$ cat src/logic/eil_pkg.sv
package eil_pkg;

  localparam logic [7:0] EIL_ADDR_MASK_TWO     = 8'hE7;
  localparam logic [7:0] EIL_ADDR_PRIORITY_TWO = 8'hF7;
  localparam logic [7:0] EIL_ADDR_PIN_CONFIG   = 8'hE4;
  localparam logic [7:0] EIL_ADDR_TIMER_CTRL   = 8'h88;
  localparam logic [7:0] EIL_PAGE_ZERO         = 8'h00;
  localparam logic [7:0] EIL_PAGE_CONFIG       = 8'h0F;

  localparam logic [7:0] EIL_MASK_TWO_RESET    = 8'h00;
  localparam logic [7:0] EIL_PRIORITY_TWO_RESET = 8'h00;
  localparam logic [7:0] EIL_PIN_CONFIG_RESET  = 8'h00;
  localparam logic [7:0] EIL_EXT_BITS_MASK     = 8'h05;

  localparam int EIL_BIT_PORT_MATCH = 2;
  localparam int EIL_BIT_DROPOUT    = 0;
  localparam int EIL_BIT_A_TRIGGER  = 0;
  localparam int EIL_BIT_A_PENDING  = 1;
  localparam int EIL_BIT_B_TRIGGER  = 2;
  localparam int EIL_BIT_B_PENDING  = 3;
  localparam int EIL_BIT_A_POLARITY = 3;
  localparam int EIL_BIT_B_POLARITY = 7;
  localparam int EIL_LSB_A_SELECT   = 0;
  localparam int EIL_LSB_B_SELECT   = 4;

  typedef struct packed {
    logic       wr_en;
    logic       rd_en;
    logic [7:0] addr;
    logic [7:0] page;
    logic [7:0] wdata;
  } eil_sfr_req_type;

  typedef struct packed {
    logic port_match;
    logic dropout;
  } eil_src_type;

  typedef struct packed {
    logic ext_a;
    logic ext_b;
  } eil_ack_type;

endpackage

$ cat src/logic/eil_ext_channel.sv
`timescale 1ns/1ns
module eil_ext_channel (
  input  wire logic       i_clk_sys,
  input  wire logic       i_rstn,
  input  wire logic [7:0] i_port_pins,
  input  wire logic [2:0] i_pin_select,
  input  wire logic       i_polarity,
  input  wire logic       i_trigger_type,
  input  wire logic       i_vector_ack,
  input  wire logic       i_sw_wr,
  input  wire logic       i_sw_value,
  output logic            o_pending
);

  logic [7:0] sync1_reg;
  logic [7:0] sync2_reg;
  logic [7:0] sync3_reg;
  logic       level_reg;
  logic       active_prev_reg;
  logic       active;
  logic       rise;

  // Every pin is watched regardless of the crossbar; nothing is driven back.
  always_ff @(posedge i_clk_sys or negedge i_rstn) begin
    if (!i_rstn) begin
      sync1_reg <= 8'hFF;
      sync2_reg <= 8'hFF;
      sync3_reg <= 8'hFF;
    end else begin
      sync1_reg <= i_port_pins; // [RULE_09]
      sync2_reg <= sync1_reg; // [RULE_18]
      sync3_reg <= sync2_reg;
    end
  end

  // The level follows a pin only once the second and third stages agree.
  always_ff @(posedge i_clk_sys or negedge i_rstn) begin
    if (!i_rstn) begin
      level_reg <= 1'b1;
    end else if (sync2_reg[i_pin_select] == sync3_reg[i_pin_select]) begin
      level_reg <= sync3_reg[i_pin_select]; // [RULE_16]
    end
  end

  assign active = ~(level_reg ^ i_polarity); // [RULE_08]
  assign rise   = active & ~active_prev_reg;

  always_ff @(posedge i_clk_sys or negedge i_rstn) begin
    if (!i_rstn) begin
      active_prev_reg <= 1'b0;
    end else begin
      active_prev_reg <= active;
    end
  end

  // In edge mode a new edge wins over a clear in the same cycle.
  always_ff @(posedge i_clk_sys or negedge i_rstn) begin
    if (!i_rstn) begin
      o_pending <= 1'b0;
    end else if (!i_trigger_type) begin
      o_pending <= active; // [RULE_12]
    end else if (rise) begin
      o_pending <= 1'b1; // [RULE_18]
    end else if (i_vector_ack) begin
      o_pending <= 1'b0; // [RULE_11]
    end else if (i_sw_wr) begin
      o_pending <= i_sw_value;
    end
  end

endmodule

$ cat src/logic/eil_top.sv
`timescale 1ns/1ns
// Function
// [RULE_01] Unused mask and priority bits read zero
// [RULE_02] Mask bit two gates port-match requests
// [RULE_03] Mask bit zero gates dropout requests
// [RULE_04] Priority bit two sets port-match level
// [RULE_05] Priority bit zero sets dropout level
// [RULE_06] Mask register at E7 on every page
// [RULE_07] Priority register at F7, pages 00/0F
// [RULE_08] Trigger bit edge/level, polarity bit high/low
// [RULE_09] Pins sampled without disturbing crossbar use
// [RULE_10] Pending flags at timer control bits 1,3
// [RULE_11] Edge mode pending clears on vectoring
// [RULE_12] Level mode pending follows active input
// [RULE_13] Source holds input until request recognized
// [RULE_14] Source releases input before routine ends
// [RULE_15] Skip crossbar pin to dedicate it
// [RULE_16] Three-bit select picks port 1 pin
// [RULE_17] Polarity bits at pin config 7 and 3
// [RULE_18] Pins synchronized; edge sets pending flag
module eil_top (
  input  wire logic                     i_clk_sys,
  input  wire logic                     i_rstn,
  input  wire eil_pkg::eil_sfr_req_type i_sfr_req,
  output logic [7:0]                    o_sfr_rdata,
  output logic                          o_sfr_hit,
  input  wire logic [7:0]               i_port1_pins,
  input  wire eil_pkg::eil_src_type     i_src_flags,
  input  wire eil_pkg::eil_ack_type     i_vector_ack,
  output eil_pkg::eil_src_type          o_src_req,
  output eil_pkg::eil_src_type          o_src_high_prio,
  output eil_pkg::eil_ack_type          o_ext_req,
  output logic [3:0]                    o_timer_ctrl_low
);
  import eil_pkg::*;

  logic [7:0] mask_two_reg;
  logic [7:0] priority_two_reg;
  logic [7:0] pin_config_reg;
  logic [1:0] trigger_reg;
  logic       pend_a;
  logic       pend_b;
  logic       sel_mask;
  logic       sel_prio;
  logic       sel_pin;
  logic       sel_timer_control_reg;
  logic [7:0] rdata_next;

  assign sel_mask = (i_sfr_req.addr == EIL_ADDR_MASK_TWO); // [RULE_06]
  assign sel_prio = (i_sfr_req.addr == EIL_ADDR_PRIORITY_TWO) &&
                    ((i_sfr_req.page == EIL_PAGE_ZERO) ||
                     (i_sfr_req.page == EIL_PAGE_CONFIG)); // [RULE_07]
  assign sel_pin  = (i_sfr_req.addr == EIL_ADDR_PIN_CONFIG) &&
                    (i_sfr_req.page == EIL_PAGE_CONFIG);
  assign sel_timer_control_reg = (i_sfr_req.addr == EIL_ADDR_TIMER_CTRL);

  always_ff @(posedge i_clk_sys or negedge i_rstn) begin
    if (!i_rstn) begin
      mask_two_reg <= EIL_MASK_TWO_RESET;
    end else if (i_sfr_req.wr_en && sel_mask) begin
      mask_two_reg <= i_sfr_req.wdata & EIL_EXT_BITS_MASK; // [RULE_01]
    end
  end

  always_ff @(posedge i_clk_sys or negedge i_rstn) begin
    if (!i_rstn) begin
      priority_two_reg <= EIL_PRIORITY_TWO_RESET;
    end else if (i_sfr_req.wr_en && sel_prio) begin
      priority_two_reg <= i_sfr_req.wdata & EIL_EXT_BITS_MASK; // [RULE_01]
    end
  end

  always_ff @(posedge i_clk_sys or negedge i_rstn) begin
    if (!i_rstn) begin
      pin_config_reg <= EIL_PIN_CONFIG_RESET;
    end else if (i_sfr_req.wr_en && sel_pin) begin
      pin_config_reg <= i_sfr_req.wdata; // [RULE_17]
    end
  end

  always_ff @(posedge i_clk_sys or negedge i_rstn) begin
    if (!i_rstn) begin
      trigger_reg <= 2'h0;
    end else if (i_sfr_req.wr_en && sel_timer_control_reg) begin
      trigger_reg <= {i_sfr_req.wdata[EIL_BIT_B_TRIGGER], i_sfr_req.wdata[EIL_BIT_A_TRIGGER]};
    end
  end

  eil_ext_channel u_chan_a (
    .i_clk_sys      (i_clk_sys),
    .i_rstn         (i_rstn),
    .i_port_pins    (i_port1_pins),
    .i_pin_select   (pin_config_reg[EIL_LSB_A_SELECT +: 3]),
    .i_polarity     (pin_config_reg[EIL_BIT_A_POLARITY]),
    .i_trigger_type (trigger_reg[0]),
    .i_vector_ack   (i_vector_ack.ext_a),
    .i_sw_wr        (i_sfr_req.wr_en && sel_timer_control_reg),
    .i_sw_value     (i_sfr_req.wdata[EIL_BIT_A_PENDING]),
    .o_pending      (pend_a)
  );

  eil_ext_channel u_chan_b (
    .i_clk_sys      (i_clk_sys),
    .i_rstn         (i_rstn),
    .i_port_pins    (i_port1_pins),
    .i_pin_select   (pin_config_reg[EIL_LSB_B_SELECT +: 3]),
    .i_polarity     (pin_config_reg[EIL_BIT_B_POLARITY]),
    .i_trigger_type (trigger_reg[1]),
    .i_vector_ack   (i_vector_ack.ext_b),
    .i_sw_wr        (i_sfr_req.wr_en && sel_timer_control_reg),
    .i_sw_value     (i_sfr_req.wdata[EIL_BIT_B_PENDING]),
    .o_pending      (pend_b)
  );

  always_comb begin
    rdata_next = 8'h00;
    if (sel_mask) begin
      rdata_next = mask_two_reg;
    end else if (sel_prio) begin
      rdata_next = priority_two_reg;
    end else if (sel_pin) begin
      rdata_next = pin_config_reg;
    end else if (sel_timer_control_reg) begin
      rdata_next = {4'h0, pend_b, trigger_reg[1], pend_a, trigger_reg[0]}; // [RULE_10]
    end
  end

  // Read data appears one cycle after the read strobe.
  always_ff @(posedge i_clk_sys or negedge i_rstn) begin
    if (!i_rstn) begin
      o_sfr_rdata <= 8'h00;
      o_sfr_hit   <= 1'b0;
    end else begin
      o_sfr_rdata <= i_sfr_req.rd_en ? rdata_next : 8'h00;
      o_sfr_hit   <= i_sfr_req.rd_en && (sel_mask || sel_prio || sel_pin || sel_timer_control_reg);
    end
  end

  always_ff @(posedge i_clk_sys or negedge i_rstn) begin
    if (!i_rstn) begin
      o_src_req        <= '0;
      o_src_high_prio  <= '0;
      o_ext_req        <= '0;
      o_timer_ctrl_low <= 4'h0;
    end else begin
      o_src_req.port_match <= i_src_flags.port_match &
                              mask_two_reg[EIL_BIT_PORT_MATCH]; // [RULE_02]
      o_src_req.dropout    <= i_src_flags.dropout & mask_two_reg[EIL_BIT_DROPOUT]; // [RULE_03]
      o_src_high_prio.port_match <= priority_two_reg[EIL_BIT_PORT_MATCH]; // [RULE_04]
      o_src_high_prio.dropout    <= priority_two_reg[EIL_BIT_DROPOUT]; // [RULE_05]
      o_ext_req.ext_a  <= pend_a;
      o_ext_req.ext_b  <= pend_b;
      o_timer_ctrl_low <= {pend_b, trigger_reg[1], pend_a, trigger_reg[0]}; // [RULE_10]
    end
  end

endmodule

$ cat config.mk
export PLATFORM = sky130hd
export DESIGN_NAME = eil_top
export DESIGN_NICKNAME = d
export VERILOG_FILES = /design/src/logic/eil_pkg.sv /design/src/logic/eil_ext_channel.sv /design/src/logic/eil_top.sv
export SDC_FILE = /design/constraint.sdc
export NUM_CORES = 1
export LEC_CHECK = 0
export ABC_AREA = 0
export BUFFER_PORTS_ARGS = -buffer_cell sky130_fd_sc_hd__buf_2
export CAP_MARGIN = 25
export CORE_MARGIN = 2
export CORE_UTILIZATION = 47
export DETAILED_ROUTE_END_ITERATION = 6
export PLACE_DENSITY_LB_ADDON = 0.08
export SLEW_MARGIN = 20
export SYNTH_ARGS = -nofsm -noshare
export SYNTH_HDL_FRONTEND = slang
export SYNTH_SLANG_ARGS = --single-unit
$ cat constraint.sdc
create_clock -name i_clk_sys -period 1.7 [get_ports i_clk_sys]
set_input_delay 0.255 -clock i_clk_sys [delete_from_list [all_inputs] [get_ports i_clk_sys]]
set_output_delay 0.255 -clock i_clk_sys [all_outputs]
set_load 0.02 [all_outputs]
==> impl_metrics.env <==
export IMPL_crit_arrival_ns=1.88
export IMPL_antenna_found_initial=0
export IMPL_initial_utilization_pct=47.98
export IMPL_yosysMostFrequentCell="dfrtp_1"
export IMPL_dieHeight_um=75.51
export IMPL_cpLargestDelayFamily="multiplexers"
export IMPL_path_buf_inv=0
export IMPL_h_tree_depth=3
export IMPL_dominantRegCellSynth="dfrtp_1"
export IMPL_place_gp_congestion=0.7749
export IMPL_powerDensity_nw_per_um2=978.8
export IMPL_diodes=0
export IMPL_drt_first_pass_iters=4
export IMPL_synth_top_cell_by_area="dfrtp_1"
export IMPL_cp_max_fo=5
export IMPL_grt_max_degree=62
export IMPL_syn_inst=151
export IMPL_ys_types=40
export IMPL_finalSetupViolCount=0
export IMPL_drive_gt1_share_pct=58.97
export IMPL_overflow=0
export IMPL_vias_per_cell=5.112
export IMPL_grtUsageTotal_pct=17.72
export IMPL_synthesis_nets=191
export IMPL_synthAdderAreaFrac_pct=0.9370
export IMPL_synth_compound_area_share_pct=4.425
export IMPL_yosys_warnings=0
export IMPL_core_area_um2=5010
export IMPL_min_period_over_period_pct=95.17
export IMPL_cts_root_buf="clkbuf_8"
export IMPL_cp_cell_sequence="mux4_2 -> mux2_2 -> maj3_2"
export IMPL_yosysTopAreaCellShare_pct=36.44
export IMPL_die_x_um=75.51
export IMPL_power_total_mw=3.032
export IMPL_seq_area_frac_synth_pct=64.86
export IMPL_grt_pass1_wl_um=7127
export IMPL_drt_iter0_markers=35
export IMPL_num_nets_final=269
export IMPL_grt_pass1_vias=1545
export IMPL_synth_area_leaders="dfrtp_1 (36%), dfstp_2 (28%), mux2_2 (8.0%)"
export IMPL_postCtsSetupBuffers=0
export IMPL_port_buffer_count=58
export IMPL_async_reset_ff_share_pct=100.0
export IMPL_synth_top_family_by_area="multiplexers"
export IMPL_numCtsBuffers=9
export IMPL_max_freq_mhz=618.1
export IMPL_end_kind="flip-flop"
export IMPL_synth_seq_cells=61
export IMPL_hold_class="in2reg"
export IMPL_skew_ns=0.004889
export IMPL_clock_sinks=61
export IMPL_fillers=414
export IMPL_synthMuxAreaShare_pct=16.76
export IMPL_cp_required_ns=1.96
export IMPL_boundaryPins=59
export IMPL_synthSimpleGateAreaFrac_pct=10.98
export IMPL_area_growth_pct=28.89
export IMPL_synthXorXnorAreaFrac_pct=0.7288
export IMPL_synth_edf_count=0
export IMPL_cts_tree="done"
export IMPL_maxCapViolations=0
export IMPL_status="finished, final reports clean"
export IMPL_synthesis_area_um2=2404
export IMPL_cts_path_max_buffers=2
export IMPL_slew_violations=0
export IMPL_cp_slowest_cell="mux4_2"
export IMPL_dp_hpwl_um=3221
export IMPL_rsz0062_at_grt="false"
export IMPL_drtAntennaViolNets=0
export IMPL_synth_area_per_cell_um2=15.92
export IMPL_wl_um=4457
export IMPL_row_count=26
export IMPL_ys_top_cells_by_count="dfrtp_1 (35), dfstp_2 (26), mux2_2 (17), mux4_2 (8)"
export IMPL_design_die_area_um2=5702
export IMPL_power_leakage_nw=1.454
export IMPL_crit_path_max_incr_delay_ns=0.51
export IMPL_worst_pin_slew_ns=0.5513
export IMPL_drc=0
export IMPL_slew_headroom_pct=63.00
export IMPL_irDropWorstVdd_mv=0.7581
export IMPL_insertion_delay_ns=0.33
export IMPL_path_class="reg2reg"
export IMPL_wl_per_cell_um=14.66
export IMPL_cp_start_kind="flip-flop"
export IMPL_finalHoldViolCount=0
export IMPL_clk_pin_slew_ns=0.07
export IMPL_layout_setup_ws_ns=0.08209
export IMPL_vias=1554
export IMPL_period_needed_ns=1.618
export IMPL_place_worst_setup_slack_ns=-0.09648
-- logic make-up after synthesis --
kind of cell | after synthesis
xor gates and xnor gates | 2
adders and majority gates | 2
muxes | 28
and+or+nand+nor | 38
DFF | 61
AOI/OAI and AO/OA | 14
buffers and inverters | 6
-- layout by cell type (no fill, tap or decap), drive strengths merged, types with 2 or more instances in the layout --
master / count
nand4: 4
or4: 2
dlygate4sd3: 9
nor2: 3
buf: 63
xnor2: 2
a21oi: 3
mux2i: 2
maj3: 2
clkbuf: 12
nand2b: 2
mux4: 8
nand2: 5
nand3: 3
dfstp: 26
o41ai: 2
mux2: 18
inv: 4
and4: 5
a32o: 2
o21ai: 3
and2: 3
and3: 3
dfrtp: 35
nand3b: 2
-- per-layer routing --
metal  vias to the layer above  share of wire, %  global-route usage [%]
li1                        724                 -                       -
met1                       770                42                   22.34
met2                        49                50                   26.47
met3                        11               5.9                   5.026
met4                         0               2.5                   12.28
met5                         -                 0                       0
-- per-stage QoR --
step | hold slack (ns) | util, % | std cells | setup TNS, ns | instance area [um^2]
2_1_floorplan | -0.04059 | - | 151 | 0 | 2405
3_3_place_gp | 0.2753 | 55.97 | 279 | -0.7709 | 2804
3_5_place_dp | 0.2801 | 55.97 | 279 | -1.092 | 2804
4_1_cts | 0.001410 | 61.24 | 301 | 0 | 3068
5_1_grt | 0.1353 | 61.84 | 304 | 0 | 3098
6_report | 0.1417 | 61.84 | 304 | 0 | 3098
-- final timing paths --
path / cells after the start / from / slack, ns / to
setup / recovery: 3 / pin_config_reg[0] / 0.08 / u_chan_a.level_reg
max in group asynchronous: 3 / i_rstn / 0.94 / u_chan_b.sync2_reg[5]
hold reg to reg: 0 / u_chan_b.sync1_reg[4] / 0.36 / u_chan_b.sync2_reg[4]
setup reg to reg: 3 / pin_config_reg[0] / 0.08 / u_chan_a.level_reg
hold / removal: 2 / i_src_flags[0] / 0.14 / o_src_req[0]
min in group asynchronous: 3 / i_rstn / 0.46 / pin_config_reg[7]
-- report_power, final --
group	internal [mW]	leakage, nW	total [mW]	switching, mW
Combinational	0.102	0.603	0.204	0.102
Sequential	1.54	0.744	1.57	0.0322
Clock	0.707	0.108	1.26	0.554
Total	2.34	1.45	3.03	0.688
-- final cells by class --
type                            count  area (um^2)  area share [%]
Sequential cell                    61         1562           50.40
Inverter                            1        3.754          0.1212
Timing Repair Buffer               72        430.4           13.89
Clock inverter                      4        23.77          0.7674
Clock buffer                       12        177.7           5.735
Tap cell                           70        87.58           2.827
Multi-Input combinational cell     84        813.3           26.25
-- what timing repair did --
item / 4_1_cts / 5_1_grt
endpoints found under the setup margin: 2 / 0
hold buffers: 6 / 3
hold endpoints to repair: 40 / 3
resized for setup: 2 / 0
(Power assumes the default switching activity.)
